===== config.mk =====
export PLATFORM = sky130hd
export DESIGN_NAME = cpsf_core
export DESIGN_NICKNAME = d
export VERILOG_FILES = /design/src/hdl/cpsf_pkg.sv /design/src/hdl/cpsf_core.sv
export VERILOG_INCLUDE_DIRS = /design/src /design/src/hdl
export SDC_FILE = /design/constraint.sdc
export NUM_CORES = 1
export LEC_CHECK = 0
export ABC_AREA = 1
export BUFFER_PORTS_ARGS = -buffer_cell sky130_fd_sc_hd__buf_2
export CORE_ASPECT_RATIO = 1.4
export CORE_MARGIN = 2
export CORE_UTILIZATION = 45
export DETAILED_ROUTE_END_ITERATION = 10
export GPL_TIMING_DRIVEN = 0
export PLACE_DENSITY = 0.71
export SLEW_MARGIN = 20
export SYNTH_ARGS = -nofsm -noshare
export SYNTH_HDL_FRONTEND = slang
export SYNTH_SLANG_ARGS = --single-unit

===== constraint.sdc =====
create_clock -name core_clk -period 4.08 [get_ports core_clk]
set_clock_uncertainty 0.1 [all_clocks]
set_input_delay 0 -clock core_clk [delete_from_list [all_inputs] [get_ports core_clk]]
set_output_delay 0 -clock core_clk [all_outputs]
set_load 0.02 [all_outputs]

===== src/hdl/cpsf_defines.svh =====
// Constants for the CPU status flag and special register block.
// Assumes a 32-bit Avalon-MM slave with byte addresses, words aligned.
`ifndef CPSF_DEFINES_SVH
`define CPSF_DEFINES_SVH

// Register byte offsets
`define CPSF_OFS_ACC 6'h00
`define CPSF_OFS_PCL 6'h04
`define CPSF_OFS_TABLE_POINTER_LOW 6'h08
`define CPSF_OFS_TABLE_POINTER_HIGH 6'h0C
`define CPSF_OFS_TABLE_DATA_HIGH 6'h10
`define CPSF_OFS_STAT 6'h14
`define CPSF_OFS_OP 6'h18
`define CPSF_OFS_TBLL 6'h1C
`define CPSF_OFS_PCH 6'h20
`define CPSF_OFS_IRQS 6'h24
`define CPSF_OFS_IRQM 6'h28

// Status flag bit positions
`define CPSF_B_C 0
`define CPSF_B_AC 1
`define CPSF_B_Z 2
`define CPSF_B_OV 3
`define CPSF_B_PDF 4
`define CPSF_B_TO 5
`define CPSF_B_CZ 6
`define CPSF_B_SC 7
`define CPSF_STAT_WMASK 8'h0F
`define CPSF_STAT_RST 8'h00

// Event bits of interrupt status and mask
`define CPSF_EV_WDT 0
`define CPSF_EV_JMP 1
`define CPSF_EV_TBL 2
`define CPSF_EV_RST 3'h0

// Store and step targets in the operand byte
`define CPSF_TGT_ACC 2'h0
`define CPSF_TGT_TABLE_POINTER_LOW 2'h1
`define CPSF_TGT_TABLE_POINTER_HIGH 2'h2
`define CPSF_TGT_PCL 2'h3

`endif


===== src/hdl/cpsf_pkg.sv =====
// Types for the CPU status flag and special register block.
// Assumes cpsf_defines.svh supplies the numeric constants.
package cpsf_pkg;
	typedef enum logic [3:0] {
		CPSF_OP_ADD = 4'h0,
		CPSF_OP_ADC = 4'h1,
		CPSF_OP_SUB = 4'h2,
		CPSF_OP_SBC = 4'h3,
		CPSF_OP_AND = 4'h4,
		CPSF_OP_OR = 4'h5,
		CPSF_OP_XOR = 4'h6,
		CPSF_OP_RRC = 4'h7,
		CPSF_OP_RLC = 4'h8,
		CPSF_OP_MOVA = 4'h9,
		CPSF_OP_STORE = 4'hA,
		CPSF_OP_INCR = 4'hB,
		CPSF_OP_DECR = 4'hC,
		CPSF_OP_TBLRD = 4'hD,
		CPSF_OP_KICK = 4'hE,
		CPSF_OP_SLEEP = 4'hF
	} cpsf_op_t;
	typedef enum logic [1:0] {
		CPSF_ST_IDLE = 2'b01,
		CPSF_ST_ACK = 2'b10
	} cpsf_state_t;
endpackage


===== src/hdl/cpsf_core.sv =====
// Working register, program counter low, table pointers and status flags.
// Assumes an Avalon-MM master on core_clk and a table ROM answering in the same cycle.
//
// Implementation choices: the placing of the registers and the Avalon-MM slave port.
`timescale 1ns/1ns
`default_nettype none
`include "cpsf_defines.svh"

// Notes on behaviour
// RULE1: Every ALU result lands in the working register. An increment or decrement aimed at a table pointer writes that pointer instead.
// RULE2: No register-to-register move; data passes through the working register.
// RULE3: Writing program counter low jumps within the current page.
// RULE4: A program counter low write inserts one dummy cycle.
// RULE5: Table pointer pair addresses table reads; writable, incrementable, decrementable.
// RULE6: Table read puts high byte in table data high, low byte elsewhere.
// RULE7: Status bits: sign-xor, combined, expiry, sleep, range, zero, half, carry.
// RULE8: Status data writes never change expiry or sleep flags.
// RULE9: Expiry flag cleared by reset, kick, sleep; set by watchdog expiry.
// RULE10: Sleep flag cleared by reset or kick; set by sleep.
// RULE11: Carry is carry-out or no-borrow; rotates through carry update it.
// RULE12: Half flag is low nibble carry or no nibble borrow.
// RULE13: Zero flag set when the operation result is zero.
// RULE14: Range flag is carry into MSB differing from carry out.
// RULE15: Sign-xor flag is range flag xor result MSB.
// RULE16: Combined flag source depends on the executing instruction.
// RULE17: Status is never saved automatically on interrupt or call.
// RULE18: Instructions without combined result leave the combined flag unchanged.
module cpsf_core #(
	parameter int PCW = 13
) (
	input wire logic core_clk,
	input wire logic rst,
	input wire logic [5:0] avs_address,
	input wire logic avs_read,
	input wire logic avs_write,
	input wire logic [31:0] avs_writedata,
	input wire logic [3:0] avs_byteenable,
	output logic [31:0] avs_readdata,
	output logic avs_waitrequest,
	input wire logic wdt_expire_pin,
	input wire logic instr_step,
	input wire logic [15:0] prog_word,
	output logic [15:0] prog_addr,
	output logic [PCW-1:0] pc,
	output logic dummy_cycle,
	output logic irq
);
	function automatic logic [10:0] cpsf_add(input logic [7:0] a, input logic [7:0] b,
		input logic ci);
		logic [4:0] lo;
		logic [3:0] mid;
		logic [1:0] hi;
		lo = {1'b0, a[3:0]} + {1'b0, b[3:0]} + {4'h0, ci};
		mid = {1'b0, a[6:4]} + {1'b0, b[6:4]} + {3'h0, lo[4]};
		hi = {1'b0, a[7]} + {1'b0, b[7]} + {1'b0, mid[3]};
		// Packed as range, half, carry, result
		return {mid[3] ^ hi[1], lo[4], hi[1], hi[0], mid[2:0], lo[3:0]};
	endfunction

	cpsf_pkg::cpsf_state_t state, next_state;
	logic next_waitrequest;
	logic [31:0] next_readdata;
	logic [7:0] acc, next_acc;
	logic [7:0] table_pointer_low, next_table_pointer_low;
	logic [7:0] table_pointer_high, next_table_pointer_high;
	logic [7:0] table_data_high, next_table_data_high;
	logic [7:0] tbll, next_tbll;
	logic [7:0] stat, next_stat;
	logic [PCW-1:0] next_pc;
	logic next_dummy;
	logic [2:0] irq_stat, next_irq_stat;
	logic [2:0] irq_mask, next_irq_mask;
	logic next_irq;
	logic wdt_s1, wdt_s2, wdt_s3, wdt_lvl, next_wdt_lvl;
	logic wdt_evt;
	logic do_wr, lane0;
	cpsf_pkg::cpsf_op_t op;
	logic [7:0] opd;
	logic [10:0] ar;
	logic [7:0] step_val;
	logic [2:0] events;

	assign prog_addr = {table_pointer_high, table_pointer_low}; // RULE5
	assign do_wr = (state == cpsf_pkg::CPSF_ST_ACK) && avs_write;
	assign lane0 = avs_byteenable[0];
	assign op = cpsf_pkg::cpsf_op_t'(avs_writedata[3:0]);
	assign opd = avs_writedata[15:8];
	// Watchdog expiry counts once the second and third stages are both high while the held level is low
	assign wdt_evt = wdt_s2 && wdt_s3 && !wdt_lvl;

	// Bus handshake: one wait cycle, then a single-cycle answer
	always_comb begin
		next_state = cpsf_pkg::CPSF_ST_IDLE;
		next_readdata = avs_readdata;
		case (state)
			cpsf_pkg::CPSF_ST_IDLE: begin
				if (avs_read || avs_write) begin
					next_state = cpsf_pkg::CPSF_ST_ACK;
				end
				next_readdata = 32'h0000_0000;
				if (avs_read) begin
					case (avs_address)
						`CPSF_OFS_ACC: next_readdata[7:0] = acc;
						`CPSF_OFS_PCL: next_readdata[7:0] = pc[7:0];
						`CPSF_OFS_TABLE_POINTER_LOW: next_readdata[7:0] = table_pointer_low;
						`CPSF_OFS_TABLE_POINTER_HIGH: next_readdata[7:0] = table_pointer_high;
						`CPSF_OFS_TABLE_DATA_HIGH: next_readdata[7:0] = table_data_high;
						`CPSF_OFS_STAT: next_readdata[7:0] = stat; // RULE7
						`CPSF_OFS_TBLL: next_readdata[7:0] = tbll;
						`CPSF_OFS_PCH: next_readdata[PCW-9:0] = pc[PCW-1:8];
						`CPSF_OFS_IRQS: next_readdata[2:0] = irq_stat;
						`CPSF_OFS_IRQM: next_readdata[2:0] = irq_mask;
						default: next_readdata = 32'h0000_0000;
					endcase
				end
			end
			cpsf_pkg::CPSF_ST_ACK: next_state = cpsf_pkg::CPSF_ST_IDLE;
			default: next_state = cpsf_pkg::CPSF_ST_IDLE;
		endcase
		next_waitrequest = (next_state != cpsf_pkg::CPSF_ST_ACK);
	end

	always_ff @(posedge core_clk) begin
		if (rst) begin
			state <= cpsf_pkg::CPSF_ST_IDLE;
			avs_waitrequest <= 1'b1;
			avs_readdata <= 32'h0000_0000;
		end else begin
			state <= next_state;
			avs_waitrequest <= next_waitrequest;
			avs_readdata <= next_readdata;
		end
	end

	// Datapath, flags and program counter
	always_comb begin
		next_acc = acc;
		next_table_pointer_low = table_pointer_low;
		next_table_pointer_high = table_pointer_high;
		next_table_data_high = table_data_high;
		next_tbll = tbll;
		next_stat = stat; // RULE18
		next_pc = pc;
		next_dummy = 1'b0;
		events = `CPSF_EV_RST;
		ar = 11'h000;
		step_val = 8'h00;
		if (instr_step && !dummy_cycle) begin
			next_pc = pc + PCW'(1);
		end
		if (do_wr && lane0) begin
			case (avs_address)
				`CPSF_OFS_ACC: next_acc = avs_writedata[7:0];
				`CPSF_OFS_TABLE_POINTER_LOW: next_table_pointer_low = avs_writedata[7:0]; // RULE5
				`CPSF_OFS_TABLE_POINTER_HIGH: next_table_pointer_high = avs_writedata[7:0]; // RULE5
				`CPSF_OFS_PCL: begin
					next_pc = {pc[PCW-1:8], avs_writedata[7:0]}; // RULE3
					next_dummy = 1'b1; // RULE4
					events[`CPSF_EV_JMP] = 1'b1;
				end
				`CPSF_OFS_STAT: begin
					// Sign-xor and combined are read-only; expiry and sleep kept
					next_stat = (stat & ~`CPSF_STAT_WMASK) |
						(avs_writedata[7:0] & `CPSF_STAT_WMASK); // RULE8
				end
				`CPSF_OFS_OP: begin
					case (op)
						cpsf_pkg::CPSF_OP_ADD, cpsf_pkg::CPSF_OP_ADC,
						cpsf_pkg::CPSF_OP_SUB, cpsf_pkg::CPSF_OP_SBC: begin
							if (op == cpsf_pkg::CPSF_OP_ADD) begin
								ar = cpsf_add(acc, opd, 1'b0);
							end else if (op == cpsf_pkg::CPSF_OP_ADC) begin
								ar = cpsf_add(acc, opd, stat[`CPSF_B_C]);
							end else if (op == cpsf_pkg::CPSF_OP_SUB) begin
								ar = cpsf_add(acc, ~opd, 1'b1);
							end else begin
								ar = cpsf_add(acc, ~opd, stat[`CPSF_B_C]);
							end
							next_acc = ar[7:0]; // RULE1
							next_stat[`CPSF_B_C] = ar[8]; // RULE11
							next_stat[`CPSF_B_AC] = ar[9]; // RULE12
							next_stat[`CPSF_B_OV] = ar[10]; // RULE14
							next_stat[`CPSF_B_Z] = (ar[7:0] == 8'h00); // RULE13
							next_stat[`CPSF_B_SC] = ar[10] ^ ar[7]; // RULE15
							// Plain subtract copies zero; carried subtract chains it
							if (op == cpsf_pkg::CPSF_OP_SUB) begin
								next_stat[`CPSF_B_CZ] = (ar[7:0] == 8'h00); // RULE16
							end else if (op == cpsf_pkg::CPSF_OP_SBC) begin
								next_stat[`CPSF_B_CZ] = stat[`CPSF_B_CZ] &&
									(ar[7:0] == 8'h00); // RULE16
							end
						end
						cpsf_pkg::CPSF_OP_AND, cpsf_pkg::CPSF_OP_OR,
						cpsf_pkg::CPSF_OP_XOR: begin
							if (op == cpsf_pkg::CPSF_OP_AND) begin
								next_acc = acc & opd; // RULE1
							end else if (op == cpsf_pkg::CPSF_OP_OR) begin
								next_acc = acc | opd;
							end else begin
								next_acc = acc ^ opd;
							end
							next_stat[`CPSF_B_Z] = (next_acc == 8'h00); // RULE13
						end
						cpsf_pkg::CPSF_OP_RRC: begin
							next_acc = {stat[`CPSF_B_C], acc[7:1]}; // RULE1
							next_stat[`CPSF_B_C] = acc[0]; // RULE11
						end
						cpsf_pkg::CPSF_OP_RLC: begin
							next_acc = {acc[6:0], stat[`CPSF_B_C]};
							next_stat[`CPSF_B_C] = acc[7]; // RULE11
						end
						cpsf_pkg::CPSF_OP_MOVA: next_acc = opd;
						cpsf_pkg::CPSF_OP_STORE: begin
							// Second half of any register transfer
							case (opd[1:0])
								`CPSF_TGT_TABLE_POINTER_LOW: next_table_pointer_low = acc; // RULE2
								`CPSF_TGT_TABLE_POINTER_HIGH: next_table_pointer_high = acc; // RULE2
								`CPSF_TGT_PCL: begin
									next_pc = {pc[PCW-1:8], acc}; // RULE3
									next_dummy = 1'b1; // RULE4
									events[`CPSF_EV_JMP] = 1'b1;
								end
								default: next_acc = acc;
							endcase
						end
						cpsf_pkg::CPSF_OP_INCR, cpsf_pkg::CPSF_OP_DECR: begin
							case (opd[1:0])
								`CPSF_TGT_TABLE_POINTER_LOW: step_val = table_pointer_low;
								`CPSF_TGT_TABLE_POINTER_HIGH: step_val = table_pointer_high;
								default: step_val = acc;
							endcase
							if (op == cpsf_pkg::CPSF_OP_INCR) begin
								step_val = step_val + 8'h01;
							end else begin
								step_val = step_val - 8'h01;
							end
							next_stat[`CPSF_B_Z] = (step_val == 8'h00); // RULE13
							case (opd[1:0])
								`CPSF_TGT_TABLE_POINTER_LOW: next_table_pointer_low = step_val; // RULE5
								`CPSF_TGT_TABLE_POINTER_HIGH: next_table_pointer_high = step_val; // RULE5
								default: next_acc = step_val;
							endcase
						end
						cpsf_pkg::CPSF_OP_TBLRD: begin
							next_table_data_high = prog_word[15:8]; // RULE6
							next_tbll = prog_word[7:0]; // RULE6
							events[`CPSF_EV_TBL] = 1'b1;
						end
						cpsf_pkg::CPSF_OP_KICK: begin
							next_stat[`CPSF_B_PDF] = 1'b0; // RULE10
							next_stat[`CPSF_B_TO] = 1'b0; // RULE9
						end
						cpsf_pkg::CPSF_OP_SLEEP: begin
							next_stat[`CPSF_B_PDF] = 1'b1; // RULE10
							next_stat[`CPSF_B_TO] = 1'b0; // RULE9
						end
						default: next_acc = acc;
					endcase
				end
				default: next_acc = acc;
			endcase
		end
		// Expiry beats a kick or sleep landing in the same cycle
		if (wdt_evt) begin
			next_stat[`CPSF_B_TO] = 1'b1; // RULE9
			events[`CPSF_EV_WDT] = 1'b1;
		end
		// Sticky events, write one to clear; a new event wins over the clear
		next_irq_stat = irq_stat;
		next_irq_mask = irq_mask;
		if (do_wr && lane0 && avs_address == `CPSF_OFS_IRQS) begin
			next_irq_stat = irq_stat & ~avs_writedata[2:0];
		end
		if (do_wr && lane0 && avs_address == `CPSF_OFS_IRQM) begin
			next_irq_mask = avs_writedata[2:0];
		end
		next_irq_stat = next_irq_stat | events;
		next_irq = |(next_irq_stat & next_irq_mask);
		next_wdt_lvl = (wdt_s2 == wdt_s3) ? wdt_s3 : wdt_lvl;
	end

	// Status is not stacked on calls or interrupts; software saves it
	always_ff @(posedge core_clk) begin // RULE17
		if (rst) begin
			acc <= 8'h00;
			table_pointer_low <= 8'h00;
			table_pointer_high <= 8'h00;
			table_data_high <= 8'h00;
			tbll <= 8'h00;
			stat <= `CPSF_STAT_RST;
			pc <= '0;
			dummy_cycle <= 1'b0;
			irq_stat <= `CPSF_EV_RST;
			irq_mask <= `CPSF_EV_RST;
			irq <= 1'b0;
			wdt_s1 <= 1'b0;
			wdt_s2 <= 1'b0;
			wdt_s3 <= 1'b0;
			wdt_lvl <= 1'b0;
		end else begin
			acc <= next_acc;
			table_pointer_low <= next_table_pointer_low;
			table_pointer_high <= next_table_pointer_high;
			table_data_high <= next_table_data_high;
			tbll <= next_tbll;
			stat <= next_stat;
			pc <= next_pc;
			dummy_cycle <= next_dummy;
			irq_stat <= next_irq_stat;
			irq_mask <= next_irq_mask;
			irq <= next_irq;
			wdt_s1 <= wdt_expire_pin;
			wdt_s2 <= wdt_s1;
			wdt_s3 <= wdt_s2;
			wdt_lvl <= next_wdt_lvl;
		end
	end

	logic op_wr, pcl_wr, arith;
	assign op_wr = do_wr && lane0 && avs_address == `CPSF_OFS_OP;
	assign pcl_wr = do_wr && lane0 && avs_address == `CPSF_OFS_PCL;
	assign arith = op_wr && (op == cpsf_pkg::CPSF_OP_ADD || op == cpsf_pkg::CPSF_OP_SUB);
endmodule
`default_nettype wire


# Word level (Yosys, flattened, before mapping)
# Index checks and enable logic that the tools add are counted.
word_totals:
  reg_bits: 108
  output_inout_bits: 64
op_classes:
  n_addsub: 20
  eq_ne: 47
  n_mux: 61
  bitwise: 15
  n_reduce_logical: 39
op_table:
  columns: ["op", "count"]
  rows:
  - ["2-to-1 mux 8 bit", 18]
  - ["case mux 8 bit (2 select lines)", 7]
  - ["2-to-1 mux 11 bit", 6]
  - ["2-to-1 mux 13 bit", 4]
  - ["case mux 8 bit (6 select lines)", 1]
  - ["== test 4 bit, second input constant", 8]
  - ["case mux 3 bit (10 select lines)", 1]
  - ["case mux 13 bit (2 select lines)", 1]
  - ["== test 6 x 5 -> 1 bit, second input constant", 4]
  - ["logical NOT 8 bit", 3]
  - ["case mux 3 bit (7 select lines)", 1]
  - ["== test 6 bit, second input constant", 3]
  - ["AND reduction 3 bit", 6]
  - ["adder 4 x 1 -> 4 bit", 4]
  - ["== test 4 x 3 -> 1 bit, second input constant", 4]
  - ["case mux 2 bit (8 select lines)", 1]
  - ["adder 13 x 1 -> 13 bit, second input constant", 1]
  - ["== test 6 x 4 -> 1 bit, second input constant", 2]
  - ["inequality test 3 bit, second input constant", 4]
  - ["adder 4 x 4 -> 5 bit", 2]
  - ["adder 5 x 1 -> 5 bit", 2]
  - ["2-to-1 mux 1 bit", 10]
  - ["AND reduction 5 bit", 2]
  - ["nonzero test 2 bit", 5]
  - ["47 further kinds", 82]

# Depth between registers and ports, before layout
depth:
  word_depth: 20
  depth_mapped: 29
  ltp_nobuf: 29

# Worst setup path before layout
# Ideal clock, no wire load.
synth_timing:
  kind: "flip-flop to flip-flop"
  start: "register acc[2]"
  end: "register stat[2]"
  t_arrival_ns: 3.317
  slack_ns: 0.597
  stages_incl_launch_ff: 29
  n_path_buf: 1
  synth_period_minus_slack_ns: 3.483
  path_cell_list: "dfxtp_1 > inv_1 > ha_1 > buf_2 > inv_1 > a21oi_1 > nand3_1 > a21oi_1 > nand2_1 > nand2_1 > nand2_1 > ha_1 > inv_1 > nor3_1 > nand2_1 > nand2_1 > fa_1 > inv_1 > nand3_1 > nand3_1 > nand2_1 > nand2_1 > nor2_1 > nand3_1 > nor2_2 > nand3_1 > nand2_1 > nand2_1 > a21oi_2"
synth_between:
  elab_chain_cells: 13
  elab_cells_between_ends: 42
  classes_between: "add/sub (15); mux (21); bitwise (3); reduce/logical (3)"
synth_lines:
  columns: ["element", "line_no", "text"]
  rows:
  - ["start: declaration", "cpsf_core.sv:63", "logic [7:0] acc, next_acc;"]
  - ["start signal: assignment", "cpsf_core.sv:301", "acc <= next_acc;"]
  - ["adder 4 x 4 -> 5 bit", "cpsf_core.sv:53", "lo = {1'b0, a[3:0]} + {1'b0, b[3:0]} + {4'h0, ci};"]
  - ["adder 5 x 1 -> 5 bit", "cpsf_core.sv:53", null]
  - ["adder 4 x 1 -> 4 bit", "cpsf_core.sv:54", "mid = {1'b0, a[6:4]} + {1'b0, b[6:4]} + {3'h0, lo[4]};"]
  - ["adder 2 x 1 -> 2 bit", "cpsf_core.sv:55", "hi = {1'b0, a[7]} + {1'b0, b[7]} + {1'b0, mid[3]};"]
  - ["2-to-1 mux 11 bit", "cpsf_core.sv:174", "end else if (op == cpsf_pkg::CPSF_OP_SUB) begin"]
  - ["2-to-1 mux 11 bit", "cpsf_core.sv:172", "end else if (op == cpsf_pkg::CPSF_OP_ADC) begin"]
  - ["2-to-1 mux 11 bit", "cpsf_core.sv:170", "if (op == cpsf_pkg::CPSF_OP_ADD) begin"]
  - ["2-to-1 mux 11 bit", "cpsf_core.sv:167", "case (op)"]
  - ["2-to-1 mux 11 bit", "cpsf_core.sv:152", "case (avs_address)"]
  - ["2-to-1 mux 11 bit", "cpsf_core.sv:151", "if (do_wr && lane0) begin"]
  - ["logical NOT 8 bit", "cpsf_core.sv:183", "next_stat[`CPSF_B_Z] = (ar[7:0] == 8'h00);"]
  - ["case mux 1 bit (3 select lines) (*)", "cpsf_core.sv:167", null]
  - ["case mux 8 bit (2 select lines) (*)", "cpsf_core.sv:152", null]
  - ["end signal: assignment", "cpsf_core.sv:290", "stat <= `CPSF_STAT_RST;"]
  - ["end signal: assignment", "cpsf_core.sv:306", "stat <= next_stat;"]
  - ["end: declaration", "cpsf_core.sv:68", "logic [7:0] stat, next_stat;"]
# Every way passes the cells marked *; elsewhere a longest branch is shown, timed or not. The select of a mux whose other input is x is not followed.
# A chain may end at the register's enable or synchronous reset.

# Worst setup path in the final report
layout_timing:
  start: "register acc[0]"
  end: "register stat[2]"
# Same word-level chain as after synthesis.

==> results.ini <==
[outcome]
status=complete, no violations

[timing]
finalSetupViolCount=0
hold_viol_final=0
fin_crit_sh_pct=95.3
maxSlewViolCount=0
holdWs_ns=0.0310
maxSlewHeadroom_pct=51.4
period_minus_slack_ns=3.89
tightestPinTransition_ns=0.729
max_freq_mhz=257

[finish]
regArea_um2=1670
final_area_um2=8770
multiInputGateArea_um2=4700
area_growth_pct=19.9
fillers=1661
nets=1408
layout_commonest_cell=nand2_1
mostFrequentLayoutCells=nand2_1, inv_1, a21oi_1
fin_cells=1491
n_antenna_cell=0
drive_gt1_share_pct=15.5

[critical_path]
cp.required_ns=4.22
start_kind=register
worstSetupEndpointType=register
arrival_ns=4.03
cp_max_fo=6
crit_type=register to register

[drt]
drc_errors=0
vias=8232
drt_iter0_markers=637
wl_mm=25.7
via_per_inst=5.52
detail-route-antenna-nets=0
firstDrtPassIters=7
wl_per_cell_um=17.2

[place]
post-dp-hpwl_mm=20.6
dp.cells=1439
portBuffers=83
gp_congestion=0.984
placed_cell_area_um2=8070

[floorplan]
io_pins=128
die_y_um=155
rows=55
start_util_pct=45.6
die_w_um=112
dieArea_um2=17300
core_um2=16000

[synth]
avgSynthCellArea_um2=6.45
ys_seq_area_share_pct=22.7
ys.flop_type=dfxtp_1
synth_edf_count=0
synthSimpleGateAreaFrac_pct=29.4
netlist_area_um2=7310
async_flop_share_pct=0
synth_xor_xnor_area_share_pct=1.08
yosysUniqueCellTypes=59
synth_top_family_by_area=simple AND/OR/NAND/NOR gates
yosys.area_share.adder_pct=10.7
yosys_warnings=0
syn_inst=1134
synth_compound_area_share_pct=21.4
synth.ff_latch_count=83
synth.mux.area_fraction_pct=0

[grt]
antenna_found_initial=0
grtUsageTotal_pct=28.9
grt_max_degree=16
grt_pass1_wl_mm=39.7
grt_pass1_vias=7861
grt-ovfl-total=0

[clock_network]
tritoncts=built
numCtsBuffers=9
cts.sinks=83
path_clk_slew_ns=0.07
ctsRootBufferMaster=clkbuf_16
clock_latency_ns=0.35
ctsLongestPathBuffers=2
h-tree-depth=3

[power]
power_frac_seq_pct=38.4
p_int_mw=1.45
powerDensity_nw_per_um2=243
fin_total_pwr_mw=2.13
combPwrFrac_pct=21.6
p_leak_nw=4.32
swShare_pct=31.7
p_sw_mw=0.675
ir_drop_v=0.000315
pwr-share-clk_pct=40.0

[worst_hold_path]
hp-class=primary input to register

[job]
cap_violations=0

-- per-stage QoR --
stage	setup WS (ns)	utilization (%)	setup TNS [ns]
floorplan	0.597	-	0
global placement	-0.141	50.3	-0.179
detailed placement	-0.122	50.3	-0.145
CTS	0.00388	54.1	0
global route	-0.0116	54.7	-0.0116
finish	0.192	54.7	0
-- Yosys cell counts (7+ instances only) --
master,n,area share (%)
nand2_1,250,13
inv_1,182,9.3
a21oi_1,100,6.8
nand3_1,88,6.0
o21ai_0,85,5.8
dfxtp_1,83,23
nor2_1,81,4.2
ha_1,48,8.2
buf_4,26,2.7
o22ai_1,26,2.2
a31oi_1,11,0.94
clkbuf_1,11,0.56
nor3_1,11,0.75
fa_1,9,2.5
o211ai_1,9,0.92
nand4_1,8,0.68
xor2_1,7,0.84
-- state kept, by name (all words and copies together), names as in the netlist, 3 cells and up --
signal and flops:
stat 8, table_pointer_high 8, irq_stat 3, tbll 8, pc 13, table_data_high 8, irq_mask 3, table_pointer_low 8
avs_readdata 8, acc 8
-- what timing repair did --
item | in CTS | in global routing
setup endpoints to repair | 2 | 6
hold endpoints to repair | 41 | 0
setup buffers | 1 | 6
cloned | 0 | 0
pin swaps | 0 | 1
hold buffers | 29 | 0
gates resized for setup | 4 | 19
-- cells by family after synthesis --
group	after synthesis
compound gates	272
xor+xnor	9
fa+ha+maj	57
buf+inv	238
flops	83
other cells	1
simple gates	474
-- per-layer routing --
| metal | global-route usage [%] | part of all wire, % | routed length, um |
|---|---|---|---|
| met4 | 21.0 | 7.8 | 2010 |
| met3 | 3.66 | 5.8 | 1480 |
| met1 | 30.5 | 37 | 9430 |
| met5 | 0 | 0 | 0 |
| met2 | 52.5 | 50 | 12700 |
-- worst paths after layout --
kind	start	to	slack [ns]	depth (start not counted)
min reg2reg	wdt_s1	wdt_s2	0.32	2
min	avs_address[4]	stat[6]	0.03	5
max	acc[0]	stat[2]	0.19	25
max reg2reg	acc[0]	stat[2]	0.19	25
-- final cells by class --
class | count | share of cell area, %
Multi-Input combinational cell | 836 | 53.6
Sequential cell | 83 | 19.1
Timing Repair Buffer | 119 | 8.64
Inverter | 189 | 8.27
Buffer | 49 | 4.09
Tap cell | 199 | 2.84
Clock buffer | 10 | 2.61
Clock inverter | 6 | 0.813
-- power groups by stage --
| stage | logic (mW) | registers, mW | clock network [mW] |
|---|---|---|---|
| after floorplan | 0.297 | 0.841 | 0 |
| after global placement | 0.419 | 0.838 | 0 |
| after detailed placement | 0.424 | 0.838 | 0 |
| after CTS | 0.448 | 0.820 | 0.850 |
| after global routing | 0.507 | 0.818 | 0.882 |
| final | 0.460 | 0.818 | 0.851 |
-- critical path: stages, from the launching register on --
cell and delay [ns]:
dfxtp_2 0.36, ha_1 0.23, fa_2 0.58, ha_1 0.18, nand3_1 0.09, inv_1 0.11, nand2_1 0.06, nand2_1 0.05
nand2_1 0.08, inv_1 0.06, ha_2 0.20, inv_1 0.05, nor3_1 0.18, nand2_1 0.11, nand2_1 0.13, fa_1 0.42
a21oi_1 0.16, nand2_1 0.08, nand2_2 0.12, nor2_1 0.05, nand3_1 0.09, nor2_2 0.04, nand3_1 0.06, nand2_1 0.06
nand2_1 0.08, a21oi_2 0.05
No activity file was read; power rests on OpenSTA's default activity.
